==> src/verilog/tcs_pkg.sv <==
// Package for the timer and serial port block: register map, field
// positions, mode codes, divider counts and state types.
// Assumes a single core clock at the oscillator rate.
package tcs_pkg;

  ////////////////////////////////////////////////////////////////////////////
  // Register byte offsets on the Avalon-MM slave (one word each)
  localparam logic [5:0] OFS_TIMER_CONTROL = 6'h00;
  localparam logic [5:0] OFS_TIMER_MODE = 6'h04;
  localparam logic [5:0] OFS_SERIAL_CONTROL = 6'h08;
  localparam logic [5:0] OFS_SERIAL_BUFFER = 6'h0c;
  localparam logic [5:0] OFS_POWER_CONTROL = 6'h10;
  localparam logic [5:0] OFS_INTERRUPT_PRIORITY = 6'h14;
  localparam logic [5:0] OFS_TIMER0_LOW = 6'h18;
  localparam logic [5:0] OFS_TIMER0_HIGH = 6'h1c;
  localparam logic [5:0] OFS_TIMER1_LOW = 6'h20;
  localparam logic [5:0] OFS_TIMER1_HIGH = 6'h24;
  localparam logic [7:0] RST_BYTE = 8'h00;
  localparam logic [7:0] IDLE_BYTE = 8'hff;

  ////////////////////////////////////////////////////////////////////////////
  // Timer control bit positions
  localparam int TC_T1_OVF = 7;
  localparam int TC_T1_RUN = 6;
  localparam int TC_T0_OVF = 5;
  localparam int TC_T0_RUN = 4;
  localparam int TC_X1_FLAG = 3;
  localparam int TC_X1_TYPE = 2;
  localparam int TC_X0_FLAG = 1;
  localparam int TC_X0_TYPE = 0;
  // Timer mode: timer 1 in the upper nibble, timer 0 in the lower
  localparam int TM_T1_BASE = 4;
  localparam int TM_T0_BASE = 0;
  localparam int TM_GATE = 3;
  localparam int TM_COUNT_SEL = 2;
  localparam int TM_MODE_LSB = 0;
  // Serial control bit positions
  localparam int SC_MODE_HI = 7;
  localparam int SC_MODE_LO = 6;
  localparam int SC_MULTIPROC = 5;
  localparam int SC_RX_EN = 4;
  localparam int SC_TX_NINTH = 3;
  localparam int SC_RX_NINTH = 2;
  localparam int SC_TX_FLAG = 1;
  localparam int SC_RX_FLAG = 0;
  localparam int PC_RATE_DOUBLE = 7;

  ////////////////////////////////////////////////////////////////////////////
  // Mode encodings
  localparam logic [1:0] TMR_MODE_13 = 2'h0;
  localparam logic [1:0] TMR_MODE_16 = 2'h1;
  localparam logic [1:0] TMR_MODE_RELOAD = 2'h2;
  localparam logic [1:0] TMR_MODE_STOP = 2'h3;
  localparam logic [1:0] SER_MODE_SHIFT = 2'h0;
  localparam logic [1:0] SER_MODE_UART8 = 2'h1;
  localparam logic [1:0] SER_MODE_UART9F = 2'h2;
  localparam logic [1:0] SER_MODE_UART9V = 2'h3;

  ////////////////////////////////////////////////////////////////////////////
  // Counts: machine cycle is 12 oscillator clocks, a UART bit 16 samples
  localparam logic [3:0] MC_DIV_LAST = 4'hb;
  localparam logic [3:0] MC_HALF = 4'h6;
  localparam logic [3:0] SAMPLE_LAST = 4'hf;
  localparam logic [3:0] SAMPLE_MID = 4'h7;
  localparam logic [1:0] FIX_DIV_LAST = 2'h3;
  localparam logic [4:0] PRESCALE_LAST = 5'h1f;
  localparam logic [3:0] SHIFT_BITS = 4'h8;
  localparam logic [3:0] UART8_BITS = 4'ha;
  localparam logic [3:0] UART9_BITS = 4'hb;
  localparam logic [3:0] TX_STOP_LEFT = 4'h1;
  localparam logic [3:0] RX_STOP8 = 4'h8;
  localparam logic [3:0] RX_STOP9 = 4'h9;

  // Synchronised pin indices
  localparam int PIN_X0 = 0;
  localparam int PIN_X1 = 1;
  localparam int PIN_T0 = 2;
  localparam int PIN_T1 = 3;
  localparam int PIN_RXD = 4;
  localparam int PIN_COUNT = 5;

  typedef enum logic {TX_IDLE, TX_SHIFT} tcs_tx_e;
  typedef enum logic [1:0] {RX_IDLE, RX_START, RX_DATA, RX_SHIFT0} tcs_rx_e;

endpackage

==> src/verilog/tcs_sync2.sv <==
// Two flip-flop synchroniser for a bundle of pin inputs.
// Assumes the pins are asynchronous to core_clk; only stage two is read.
`timescale 1ns/100ps
module tcs_sync2
  import tcs_pkg::*;
(
  input wire logic core_clk,
  input wire logic rst,
  input wire logic [PIN_COUNT-1:0] pin_async,
  output logic [PIN_COUNT-1:0] pin_sync
);
  logic [PIN_COUNT-1:0] meta_r;
  logic [PIN_COUNT-1:0] sync_r;

  // Idle-high reset so no false edge is seen after release
  always_ff @(posedge core_clk or posedge rst) begin
    if (rst) begin
      meta_r <= '1;
      sync_r <= '1;
    end else begin
      meta_r <= pin_async;
      sync_r <= meta_r;
    end
  end

  assign pin_sync = sync_r;
endmodule // tcs_sync2

==> src/verilog/tcs_timer.sv <==
// One timer/counter: 13-bit, 16-bit, 8-bit auto-reload or stopped.
// Assumes tick and event_fall are one-cycle pulses on core_clk.
`timescale 1ns/100ps
module tcs_timer
  import tcs_pkg::*;
(
  input wire logic core_clk,
  input wire logic rst,
  input wire logic tick,
  input wire logic event_fall,
  input wire logic gate,
  input wire logic count_sel,
  input wire logic [1:0] mode,
  input wire logic run,
  input wire logic pin_high,
  input wire logic wr_lo,
  input wire logic wr_hi,
  input wire logic [7:0] wdata,
  output logic [7:0] count_lo,
  output logic [7:0] count_hi,
  output logic ovf
);
  logic [7:0] lo_r, lo_nxt, hi_r, hi_nxt;
  logic ovf_r, ovf_nxt;
  logic [15:0] full_inc;

  // Gate pin qualifies the run bit; source is machine tick or pin edge
  wire enable = run & (~gate | pin_high);
  wire step = enable & (count_sel ? event_fall : tick);
  assign full_inc = {hi_r, lo_r} + 16'h0001;

  // Next count per mode; a software write wins over counting
  always_comb begin
    lo_nxt = lo_r;
    hi_nxt = hi_r;
    ovf_nxt = 1'b0;
    if (step) begin
      unique case (mode)
        TMR_MODE_13: begin
          if (lo_r[4:0] == PRESCALE_LAST) begin
            lo_nxt = {lo_r[7:5], 5'h00};
            hi_nxt = hi_r + 8'h01;
            ovf_nxt = (hi_r == IDLE_BYTE);
          end else begin
            lo_nxt = lo_r + 8'h01;
          end
        end
        TMR_MODE_16: begin
          {hi_nxt, lo_nxt} = full_inc;
          ovf_nxt = ({hi_r, lo_r} == {IDLE_BYTE, IDLE_BYTE});
        end
        TMR_MODE_RELOAD: begin
          lo_nxt = (lo_r == IDLE_BYTE) ? hi_r : lo_r + 8'h01;
          ovf_nxt = (lo_r == IDLE_BYTE);
        end
        TMR_MODE_STOP: begin
          lo_nxt = lo_r;
        end
      endcase
    end
    if (wr_lo) begin
      lo_nxt = wdata;
    end
    if (wr_hi) begin
      hi_nxt = wdata;
    end
  end

  always_ff @(posedge core_clk or posedge rst) begin
    if (rst) begin
      lo_r <= RST_BYTE;
      hi_r <= RST_BYTE;
      ovf_r <= 1'b0;
    end else begin
      lo_r <= lo_nxt;
      hi_r <= hi_nxt;
      ovf_r <= ovf_nxt;
    end
  end

  assign count_lo = lo_r;
  assign count_hi = hi_r;
  assign ovf = ovf_r;
endmodule // tcs_timer

==> src/verilog/tcs_timer_serial.sv <==
// Two timer/counters, external interrupt flags and a four-mode serial
// port, with control registers on an Avalon-MM slave.
// Assumes pins are asynchronous; vector acks come from the core clock.
`timescale 1ns/100ps
module tcs_timer_serial
  import tcs_pkg::*;
(
  input wire logic core_clk,
  input wire logic rst,
  input wire logic [5:0] avs_address,
  input wire logic avs_read,
  input wire logic avs_write,
  input wire logic [31:0] avs_writedata,
  input wire logic [3:0] avs_byteenable,
  output logic [31:0] avs_readdata,
  output logic avs_waitrequest,
  input wire logic ext_irq_pin_0,
  input wire logic ext_irq_pin_1,
  input wire logic count_pin_0,
  input wire logic count_pin_1,
  input wire logic vector_ack_ext0,
  input wire logic vector_ack_timer0,
  input wire logic vector_ack_ext1,
  input wire logic vector_ack_timer1,
  input wire logic rxd_in,
  output logic rxd_out,
  output logic rxd_oe,
  output logic txd,
  output logic timer0_overflow_flag,
  output logic timer1_overflow_flag,
  output logic ext_irq0_flag,
  output logic ext_irq1_flag,
  output logic tx_irq_flag,
  output logic rx_irq_flag
);

  ////////////////////////////////////////////////////////////////////////////
  // Declarations
  logic wait_r;
  logic [31:0] rdata_r, rdata_nxt;
  logic [7:0] tctl_r, tctl_nxt, tmode_r, sctl_r, sctl_nxt;
  logic [7:0] pctl_r, prio_r, rbuf_r, rbuf_nxt;
  logic [3:0] mc_div_r;
  logic [1:0] fix_div_r;
  logic half_r, half_nxt;
  logic [PIN_COUNT-1:0] pins_s, pins_prev_r;
  logic [7:0] t0_lo, t0_hi, t1_lo, t1_hi;
  logic t0_ovf, t1_ovf;
  tcs_tx_e tx_st_r, tx_st_nxt;
  tcs_rx_e rx_st_r, rx_st_nxt;
  logic [10:0] tx_sh_r, tx_sh_nxt;
  logic [3:0] tx_left_r, tx_left_nxt, tx_sub_r, tx_sub_nxt;
  logic [8:0] rx_sh_r, rx_sh_nxt;
  logic [3:0] rx_cnt_r, rx_cnt_nxt, rx_sub_r, rx_sub_nxt;
  logic ti_set, ri_set, rb8_load, rb8_val;
  logic txd_r, txd_nxt, rxd_out_r, rxd_oe_r;

  ////////////////////////////////////////////////////////////////////////////
  // Avalon decode: one wait state, then the access completes
  wire req = avs_read | avs_write;
  wire done = req & ~wait_r;
  wire wr_lane = done & avs_write & avs_byteenable[0];
  wire [7:0] wd = avs_writedata[7:0];
  wire wr_tctl = wr_lane & (avs_address == OFS_TIMER_CONTROL);
  wire wr_tmode = wr_lane & (avs_address == OFS_TIMER_MODE);
  wire wr_sctl = wr_lane & (avs_address == OFS_SERIAL_CONTROL);
  wire wr_sbuf = wr_lane & (avs_address == OFS_SERIAL_BUFFER);
  wire wr_pctl = wr_lane & (avs_address == OFS_POWER_CONTROL);
  wire wr_prio = wr_lane & (avs_address == OFS_INTERRUPT_PRIORITY);
  wire wr_t0lo = wr_lane & (avs_address == OFS_TIMER0_LOW);
  wire wr_t0hi = wr_lane & (avs_address == OFS_TIMER0_HIGH);
  wire wr_t1lo = wr_lane & (avs_address == OFS_TIMER1_LOW);
  wire wr_t1hi = wr_lane & (avs_address == OFS_TIMER1_HIGH);

  // Read mux; unmapped offsets read as zero
  always_comb begin
    rdata_nxt = 32'h0000_0000;
    unique case (avs_address)
      OFS_TIMER_CONTROL: rdata_nxt[7:0] = tctl_r;
      OFS_TIMER_MODE: rdata_nxt[7:0] = tmode_r;
      OFS_SERIAL_CONTROL: rdata_nxt[7:0] = sctl_r;
      OFS_SERIAL_BUFFER: rdata_nxt[7:0] = rbuf_r;
      OFS_POWER_CONTROL: rdata_nxt[7:0] = pctl_r;
      OFS_INTERRUPT_PRIORITY: rdata_nxt[7:0] = prio_r;
      OFS_TIMER0_LOW: rdata_nxt[7:0] = t0_lo;
      OFS_TIMER0_HIGH: rdata_nxt[7:0] = t0_hi;
      OFS_TIMER1_LOW: rdata_nxt[7:0] = t1_lo;
      OFS_TIMER1_HIGH: rdata_nxt[7:0] = t1_hi;
      default: rdata_nxt = 32'h0000_0000;
    endcase
  end

  // Wait drops for one cycle per request; read data sampled on the way
  always_ff @(posedge core_clk or posedge rst) begin
    if (rst) begin
      wait_r <= 1'b1;
      rdata_r <= 32'h0000_0000;
    end else begin
      wait_r <= ~(req & wait_r);
      if (req & wait_r) begin
        rdata_r <= rdata_nxt;
      end
    end
  end

  ////////////////////////////////////////////////////////////////////////////
  // Pins and clock division
  tcs_sync2 u_sync (
    .core_clk(core_clk),
    .rst(rst),
    .pin_async({rxd_in, count_pin_1, count_pin_0, ext_irq_pin_1,
                ext_irq_pin_0}),
    .pin_sync(pins_s)
  );

  // Falling edges seen on synchronised pins only
  wire [PIN_COUNT-1:0] pin_fall = pins_prev_r & ~pins_s;
  wire mc_tick = (mc_div_r == MC_DIV_LAST);
  wire rate_double = pctl_r[PC_RATE_DOUBLE];
  wire [1:0] smode = {sctl_r[SC_MODE_HI], sctl_r[SC_MODE_LO]};
  wire mode0 = (smode == SER_MODE_SHIFT);
  wire mode1 = (smode == SER_MODE_UART8);
  wire mode23 = smode[1];
  // Mode 2 samples at osc/2 or osc/4, giving osc/32 or osc/64 per bit
  wire fix_tick = rate_double ? fix_div_r[0] : (fix_div_r == FIX_DIV_LAST);
  // Modes 1, 3 sample on timer 1 overflow, halved unless doubled
  wire var_tick = t1_ovf & (rate_double | half_r);
  wire samp_tick = (smode == SER_MODE_UART9F) ? fix_tick : var_tick;
  assign half_nxt = t1_ovf ? ~half_r : half_r;

  always_ff @(posedge core_clk or posedge rst) begin
    if (rst) begin
      mc_div_r <= 4'h0;
      fix_div_r <= 2'h0;
      half_r <= 1'b0;
      pins_prev_r <= '1;
    end else begin
      mc_div_r <= mc_tick ? 4'h0 : mc_div_r + 4'h1;
      fix_div_r <= fix_div_r + 2'h1;
      half_r <= half_nxt;
      pins_prev_r <= pins_s;
    end
  end

  ////////////////////////////////////////////////////////////////////////////
  // Timers; the mode byte holds both timers, written as one value
  tcs_timer u_timer0 (
    .core_clk(core_clk),
    .rst(rst),
    .tick(mc_tick),
    .event_fall(pin_fall[PIN_T0]),
    .gate(tmode_r[TM_T0_BASE+TM_GATE]),
    .count_sel(tmode_r[TM_T0_BASE+TM_COUNT_SEL]),
    .mode(tmode_r[TM_T0_BASE+TM_MODE_LSB +: 2]),
    .run(tctl_r[TC_T0_RUN]),
    .pin_high(pins_s[PIN_X0]),
    .wr_lo(wr_t0lo),
    .wr_hi(wr_t0hi),
    .wdata(wd),
    .count_lo(t0_lo),
    .count_hi(t0_hi),
    .ovf(t0_ovf)
  );

  tcs_timer u_timer1 (
    .core_clk(core_clk),
    .rst(rst),
    .tick(mc_tick),
    .event_fall(pin_fall[PIN_T1]),
    .gate(tmode_r[TM_T1_BASE+TM_GATE]),
    .count_sel(tmode_r[TM_T1_BASE+TM_COUNT_SEL]),
    .mode(tmode_r[TM_T1_BASE+TM_MODE_LSB +: 2]),
    .run(tctl_r[TC_T1_RUN]),
    .pin_high(pins_s[PIN_X1]),
    .wr_lo(wr_t1lo),
    .wr_hi(wr_t1hi),
    .wdata(wd),
    .count_lo(t1_lo),
    .count_hi(t1_hi),
    .ovf(t1_ovf)
  );

  ////////////////////////////////////////////////////////////////////////////
  // Flags: hardware set wins over a software write or a vector clear
  wire x0_hit = tctl_r[TC_X0_TYPE] ? pin_fall[PIN_X0] : ~pins_s[PIN_X0];
  wire x1_hit = tctl_r[TC_X1_TYPE] ? pin_fall[PIN_X1] : ~pins_s[PIN_X1];

  always_comb begin
    tctl_nxt = wr_tctl ? wd : tctl_r;
    if (!wr_tctl) begin
      tctl_nxt[TC_T0_OVF] = tctl_r[TC_T0_OVF] & ~vector_ack_timer0;
      tctl_nxt[TC_T1_OVF] = tctl_r[TC_T1_OVF] & ~vector_ack_timer1;
      tctl_nxt[TC_X0_FLAG] = tctl_r[TC_X0_FLAG] & ~vector_ack_ext0;
      tctl_nxt[TC_X1_FLAG] = tctl_r[TC_X1_FLAG] & ~vector_ack_ext1;
    end
    tctl_nxt[TC_T0_OVF] = tctl_nxt[TC_T0_OVF] | t0_ovf;
    tctl_nxt[TC_T1_OVF] = tctl_nxt[TC_T1_OVF] | t1_ovf;
    tctl_nxt[TC_X0_FLAG] = tctl_nxt[TC_X0_FLAG] | x0_hit;
    tctl_nxt[TC_X1_FLAG] = tctl_nxt[TC_X1_FLAG] | x1_hit;
  end

  // Serial flags are only cleared by software
  always_comb begin
    sctl_nxt = wr_sctl ? wd : sctl_r;
    if (rb8_load) begin
      sctl_nxt[SC_RX_NINTH] = rb8_val;
    end
    sctl_nxt[SC_TX_FLAG] = sctl_nxt[SC_TX_FLAG] | ti_set;
    sctl_nxt[SC_RX_FLAG] = sctl_nxt[SC_RX_FLAG] | ri_set;
  end

  always_ff @(posedge core_clk or posedge rst) begin
    if (rst) begin
      tctl_r <= RST_BYTE;
      tmode_r <= RST_BYTE;
      sctl_r <= RST_BYTE;
      pctl_r <= RST_BYTE;
      prio_r <= RST_BYTE;
      rbuf_r <= RST_BYTE;
    end else begin
      tctl_r <= tctl_nxt;
      tmode_r <= wr_tmode ? wd : tmode_r;
      sctl_r <= sctl_nxt;
      pctl_r <= wr_pctl ? wd : pctl_r;
      prio_r <= wr_prio ? wd : prio_r;
      rbuf_r <= rbuf_nxt;
    end
  end

  ////////////////////////////////////////////////////////////////////////////
  // Transmitter; a buffer write while busy is dropped, no queue exists
  wire tx_bit_end = samp_tick & (tx_sub_r == SAMPLE_LAST);
  always_comb begin
    tx_st_nxt = tx_st_r;
    tx_sh_nxt = tx_sh_r;
    tx_left_nxt = tx_left_r;
    tx_sub_nxt = tx_sub_r;
    ti_set = 1'b0;
    unique case (tx_st_r)
      TX_IDLE: begin
        if (wr_sbuf) begin
          tx_st_nxt = TX_SHIFT;
          tx_sub_nxt = 4'h0;
          if (mode0) begin
            tx_sh_nxt = {3'h7, wd};
            tx_left_nxt = SHIFT_BITS;
          end else if (mode23) begin
            tx_sh_nxt = {1'b1, sctl_r[SC_TX_NINTH], wd, 1'b0};
            tx_left_nxt = UART9_BITS;
          end else begin
            tx_sh_nxt = {2'h3, wd, 1'b0};
            tx_left_nxt = UART8_BITS;
          end
        end
      end
      TX_SHIFT: begin
        if (mode0 & mc_tick) begin
          tx_sh_nxt = {1'b1, tx_sh_r[10:1]};
          tx_left_nxt = tx_left_r - 4'h1;
          ti_set = (tx_left_r == TX_STOP_LEFT);
          tx_st_nxt = (tx_left_r == TX_STOP_LEFT) ? TX_IDLE : TX_SHIFT;
        end else if (!mode0 & samp_tick) begin
          tx_sub_nxt = tx_sub_r + 4'h1;
          if (tx_bit_end) begin
            tx_sh_nxt = {1'b1, tx_sh_r[10:1]};
            tx_left_nxt = tx_left_r - 4'h1;
            // Flag as the stop bit begins
            ti_set = (tx_left_r == TX_STOP_LEFT + 4'h1);
            tx_st_nxt = (tx_left_r == TX_STOP_LEFT) ? TX_IDLE : TX_SHIFT;
          end
        end
      end
    endcase
  end

  ////////////////////////////////////////////////////////////////////////////
  // Receiver; clearing the enable aborts a frame in progress
  wire ren = sctl_r[SC_RX_EN];
  wire rxd_s = pins_s[PIN_RXD];
  wire rx_mid = samp_tick & (rx_sub_r == SAMPLE_MID);
  wire [3:0] rx_stop = mode1 ? RX_STOP8 : RX_STOP9;
  wire [7:0] rx_byte = mode1 ? rx_sh_r[8:1] : rx_sh_r[7:0];
  wire rx_ninth = mode1 ? rxd_s : rx_sh_r[8];
  wire mp_on = sctl_r[SC_MULTIPROC] & mode23;
  // Filtered frames and frames arriving with the flag still set are lost
  wire rx_accept = ~sctl_r[SC_RX_FLAG] & (~mp_on | rx_ninth)
                   & ~(mode1 & sctl_r[SC_MULTIPROC] & ~rxd_s);

  always_comb begin
    rx_st_nxt = rx_st_r;
    rx_sh_nxt = rx_sh_r;
    rx_cnt_nxt = rx_cnt_r;
    rx_sub_nxt = samp_tick ? rx_sub_r + 4'h1 : rx_sub_r;
    rbuf_nxt = rbuf_r;
    ri_set = 1'b0;
    rb8_load = 1'b0;
    rb8_val = 1'b0;
    unique case (rx_st_r)
      RX_IDLE: begin
        rx_cnt_nxt = 4'h0;
        rx_sub_nxt = 4'h0;
        if (ren & mode0 & ~sctl_r[SC_RX_FLAG]) begin
          rx_st_nxt = RX_SHIFT0;
        end else if (ren & ~mode0 & pin_fall[PIN_RXD]) begin
          rx_st_nxt = RX_START;
        end
      end
      RX_START: begin
        if (rx_mid) begin
          rx_st_nxt = rxd_s ? RX_IDLE : RX_DATA;
        end
      end
      RX_DATA: begin
        if (rx_mid) begin
          rx_sh_nxt = {rxd_s, rx_sh_r[8:1]};
          rx_cnt_nxt = rx_cnt_r + 4'h1;
          if (rx_cnt_r == rx_stop) begin
            // Halfway through the stop bit
            rx_st_nxt = RX_IDLE;
            rx_sh_nxt = rx_sh_r;
            ri_set = rx_accept;
            rbuf_nxt = rx_accept ? rx_byte : rbuf_r;
            rb8_load = rx_accept & (mode23 | ~sctl_r[SC_MULTIPROC]);
            rb8_val = rx_ninth;
          end
        end
      end
      RX_SHIFT0: begin
        if (mc_tick) begin
          rx_sh_nxt = {rxd_s, rx_sh_r[8:1]};
          rx_cnt_nxt = rx_cnt_r + 4'h1;
          if (rx_cnt_r == SHIFT_BITS - 4'h1) begin
            rx_st_nxt = RX_IDLE;
            ri_set = 1'b1;
            rbuf_nxt = {rxd_s, rx_sh_r[8:2]};
          end
        end
      end
    endcase
    if (!ren) begin
      rx_st_nxt = RX_IDLE;
    end
  end

  ////////////////////////////////////////////////////////////////////////////
  // Line drivers: mode 0 clocks on txd and shifts data on rxd
  wire tx_busy = (tx_st_r == TX_SHIFT);
  wire shift_clk_on = (tx_busy & mode0) | (rx_st_r == RX_SHIFT0);
  always_comb begin
    txd_nxt = 1'b1;
    if (shift_clk_on) begin
      txd_nxt = (mc_div_r >= MC_HALF);
    end else if (tx_busy) begin
      txd_nxt = tx_sh_r[0];
    end
  end

  always_ff @(posedge core_clk or posedge rst) begin
    if (rst) begin
      tx_st_r <= TX_IDLE;
      tx_sh_r <= '1;
      tx_left_r <= 4'h0;
      tx_sub_r <= 4'h0;
      rx_st_r <= RX_IDLE;
      rx_sh_r <= '0;
      rx_cnt_r <= 4'h0;
      rx_sub_r <= 4'h0;
      txd_r <= 1'b1;
      rxd_out_r <= 1'b1;
      rxd_oe_r <= 1'b0;
    end else begin
      tx_st_r <= tx_st_nxt;
      tx_sh_r <= tx_sh_nxt;
      tx_left_r <= tx_left_nxt;
      tx_sub_r <= tx_sub_nxt;
      rx_st_r <= rx_st_nxt;
      rx_sh_r <= rx_sh_nxt;
      rx_cnt_r <= rx_cnt_nxt;
      rx_sub_r <= rx_sub_nxt;
      txd_r <= txd_nxt;
      rxd_out_r <= tx_sh_r[0];
      rxd_oe_r <= tx_busy & mode0;
    end
  end

  ////////////////////////////////////////////////////////////////////////////
  // Outputs, all from flip-flops
  assign avs_readdata = rdata_r;
  assign avs_waitrequest = wait_r;
  assign txd = txd_r;
  assign rxd_out = rxd_out_r;
  assign rxd_oe = rxd_oe_r;
  assign timer0_overflow_flag = tctl_r[TC_T0_OVF];
  assign timer1_overflow_flag = tctl_r[TC_T1_OVF];
  assign ext_irq0_flag = tctl_r[TC_X0_FLAG];
  assign ext_irq1_flag = tctl_r[TC_X1_FLAG];
  assign tx_irq_flag = sctl_r[SC_TX_FLAG];
  assign rx_irq_flag = sctl_r[SC_RX_FLAG];

endmodule // tcs_timer_serial

==> config.mk <==
export PLATFORM = sky130hd
export DESIGN_NAME = tcs_timer_serial
export DESIGN_NICKNAME = d
export VERILOG_FILES = /design/src/verilog/tcs_pkg.sv /design/src/verilog/tcs_sync2.sv /design/src/verilog/tcs_timer.sv /design/src/verilog/tcs_timer_serial.sv
export SDC_FILE = /design/constraint.sdc
export NUM_CORES = 1
export LEC_CHECK = 0
export BUFFER_PORTS_ARGS = -buffer_cell sky130_fd_sc_hd__buf_2
export CORE_MARGIN = 2
export CORE_UTILIZATION = 30
export DETAILED_ROUTE_END_ITERATION = 6
export HOLD_SLACK_MARGIN = 0.05
export PLACE_DENSITY_LB_ADDON = 0.3
export SYNTH_ARGS = -nofsm -noshare
export SYNTH_HDL_FRONTEND = slang
export SYNTH_SLANG_ARGS = --single-unit
==> constraint.sdc <==
create_clock -name core_clk -period 6.3 [get_ports core_clk]
set_input_delay 1.26 -clock core_clk [delete_from_list [all_inputs] [get_ports core_clk]]
set_output_delay 1.26 -clock core_clk [all_outputs]
set_load 0.02 [all_outputs]
==> results.tsv <==
stage	metric	value	unit
status	status	complete, no violations	
sta	hold_slack	356	ps
finish	final_nets	996	
clock_tree	cts_resized	0	
logic_synthesis	synth_cell_types	73	
finish	num_antenna_cells	0	
grt	grt_pass1_wl	38600	um
finish	area_growth	11.3	%
run	cap_viol_max_count	0	
floorplan	rows	62	
power_and_ir_drop	power.leakage	4.15	nW
critical_path	crit_required	6670	ps
sta	finalSetupTns	0	ps
clock_tree	cts_tree	built	
logic_synthesis	synth_area_per_cell	9.83	um2
logic_synthesis	yosysSeqAreaShare	0.441	
grt	antenna_found_initial	0	
finish	final_common_cell	dfrtp_1	
sta	layout_min_cycle_time	3300	ps
clock_tree	numCtsBuffers	17	
critical_path	reg2reg_depth	10	
placement	hpwl	17000	um
logic_synthesis	yosys.area.top_type_share	0.357	
critical_path	critPathLaunch	avs_address[5]	
route	via_per_inst	5.19	
critical_path	reg2reg_from	u_timer0.count_lo[1]$_DFFE_PP0P_	
route	wire_per_inst	18.2	um
critical_path	cp_max_fo	17	
logic_synthesis	netlist_top_cells_area	dfrtp_1 (36%), dfstp_2 (8.3%), mux2_2 (6.1%)	
route	dr.pass1.iters	4	
clock_tree	ctsRootBufferMaster	clkbuf_16	
clock_tree	clock_latency	440	ps
route	vias	6819	
sta	clock.fmax	303	MHz
finish	drive_gt1_frac	0.195	
sta	worst-slew-pin-transition	1010	ps
logic_synthesis	synth-main-ff-cell	dfrtp_1	
power_and_ir_drop	ir_drop	0.116	mV
floorplan	coreArea	0.0289	mm2
floorplan	start_util	0.306	
route	drt_wl_total	24000	um
critical_path	regToRegSetupSlack	3550	ps
grt	grt_max_degree	109	
sta	setup_viol	0	
logic_synthesis	synth_area	0.00882	mm2
logic_synthesis	synth-warning-count	0	
clock_tree	post_cts_buffers	0	
logic_synthesis	ys_ff_latch	154	
critical_path	cp_top_family	simple AND/OR/NAND/NOR gates	
critical_path	worstSetupEndpoint	tx_sh_r[8]$_DFFE_PP1P_	
grt	overflow	0	
placement	place_congestion	0.880	
logic_synthesis	synth_edf_count	0	
critical_path	crit_cells	6	
critical_path	crit_type	in -> reg	
clock_tree	clock_sinks	154	
critical_path	slowest_stage	or4_1	
sta	slew_headroom	0.329	
critical_path	end_kind	register	
critical_path	cpPeakStageDelay	920	ps
clock_tree	hold_buffers	0	
route	drc	0	
finish	final_cell_mix	dfrtp_1 (126), nor2_1 (84), nand2_1 (82)	
critical_path	path_buf_inv	1	
critical_path	cp_cell_sequence	buf_2, or4_1, nor3_4, nor2_2, a21oi_2, mux2_2	
worst_hold_path	hold_path.class	reg -> reg	
sta	clock_skew	20.0	ps
logic_synthesis	async_reset_ff_frac	1.00	
sta	rsz0062_at_grt	false	
sta	hold_violations	0	
logic_synthesis	synth_top_area_cell	dfrtp_1	
grt	grt_usage	0.161	
floorplan	die_area	0.0308	mm2
floorplan	ios	97	
power_and_ir_drop	power_density	271	mW/mm2
critical_path	r2r_end	u_timer0.count_hi[4]$_DFFE_PP0P_	
logic_synthesis	syn_inst	897	
critical_path	cp-start-kind	primary input	
route	drt_iter0_drc	517	
floorplan	fp.dieW	175	um
sta	post-route-period-util	0.525	
floorplan	die_h	175	um
critical_path	worstPathArrival	3680	ps
placement	io_buffers	45	
finish	num-fill-cells	2972	
sta	slew_viol_final	0	
clock_tree	cts_buffer_depth	2	
clock_tree	cts.htree.levels	4	
clock_tree	clkSlewWorstSetupHoldPaths	70	ps
grt	grt_pass1_vias	6561	
route	detail-route-antenna-nets	0	
power_and_ir_drop	finalPower	2.66	mW
-- cell type report --
cell class | instances | area [um2] | area share
Clock inverter | 8 | 60.1 | 0.00612
Tap cell | 384 | 480 | 0.0489
Sequential cell | 154 | 3890 | 0.396
Timing Repair Buffer | 48 | 248 | 0.0252
Clock buffer | 24 | 504 | 0.0514
Multi-Input combinational cell | 675 | 4550 | 0.463
Inverter | 22 | 87.6 | 0.00892
-- worst min path at each step --
stage                                     from                            to  slack [ps]  depth (start not counted)
global route        u_sync.meta_r[2]$_DFF_PP1_  u_sync.pin_sync[2]$_DFF_PP1_         360                          0
finish              u_sync.meta_r[1]$_DFF_PP1_  u_sync.pin_sync[1]$_DFF_PP1_         360                          0
detailed placement  u_sync.meta_r[1]$_DFF_PP1_  u_sync.pin_sync[1]$_DFF_PP1_         350                          0
CTS                 u_sync.meta_r[1]$_DFF_PP1_  u_sync.pin_sync[1]$_DFF_PP1_         360                          0
global placement    u_sync.meta_r[1]$_DFF_PP1_  u_sync.pin_sync[1]$_DFF_PP1_         350                          0
floorplan           u_sync.meta_r[0]$_DFF_PP1_  u_sync.pin_sync[0]$_DFF_PP1_         350                          0
-- registers in the layout, indices dropped and copies added (netlist names), 5 cells and up --
register / count
u_timer0.count_lo: 8
tctl_r: 8
pins_prev_r: 5
rbuf_r: 8
rx_sh_r: 9
sctl_r: 8
u_sync.pin_sync: 5
pctl_r: 8
u_sync.meta_r: 5
u_timer0.count_hi: 8
prio_r: 8
u_timer1.count_hi: 8
avs_readdata: 8
tmode_r: 8
tx_sh_r: 10
u_timer1.count_lo: 8
-- routing by layer --
layer | global-route usage | up-vias | share of wire
met5 | 0 | - | 0
met4 | 0.0541 | 0 | 0.023
met3 | 0.0307 | 31 | 0.050
met2 | 0.242 | 189 | 0.45
met1 | 0.232 | 3369 | 0.48
li1 | - | 3230 | -
-- kinds of logic after synthesis --
logic type | Yosys count | synth area share
other | 1 | 0.000425
adder cells (fa/ha/maj) | 23 | 0.0326
XOR/XNOR | 33 | 0.0328
AO/OA/AOI/OAI | 221 | 0.156
AND/OR/NAND/NOR | 293 | 0.172
multiplexers | 81 | 0.112
flip-flops | 154 | 0.441
buffers and inverters | 91 | 0.0535
-- per-stage QoR --
stage | setup slack, ps | cells | util | cell area (um2)
after floorplan | 937 | 920 | - | 8910
after global placement | 2580 | 1283 | 0.321 | 9260
after detailed placement | 2560 | 1283 | 0.321 | 9260
after CTS | 2980 | 1315 | 0.340 | 9820
after global routing | 2850 | 1315 | 0.340 | 9820
final | 3000 | 1315 | 0.340 | 9820
-- Yosys cell counts (4+ instances only) --
library cell,number
nand4_1,10
mux2i_1,24
nor3b_1,5
dfstp_2,28
nand2_1,82
a22oi_1,16
inv_1,22
a211oi_1,5
nor2b_1,10
xnor2_1,17
o2111ai_1,6
a21o_1,4
and2_1,9
a32oi_1,4
nor3_1,14
o22ai_1,9
and3_1,9
a21oi_1,68
nand3_1,21
ha_1,23
o21ai_0,63
a221oi_1,10
a22o_1,4
mux4_2,8
clkbuf_1,27
buf_2,9
nand3b_1,8
buf_4,27
xor2_1,16
nand2b_1,10
a31oi_1,7
nor2_1,84
mux2_2,48
dfrtp_1,126
-- power by group --
group | switching [mW] | internal [mW] | total, mW
combinational | 0.243 | 0.169 | 0.413
clock | 0.430 | 0.563 | 0.994
sequential | 0.132 | 1.13 | 1.26
total | 0.806 | 1.86 | 2.66
Power figures use the tool's default switching activity.
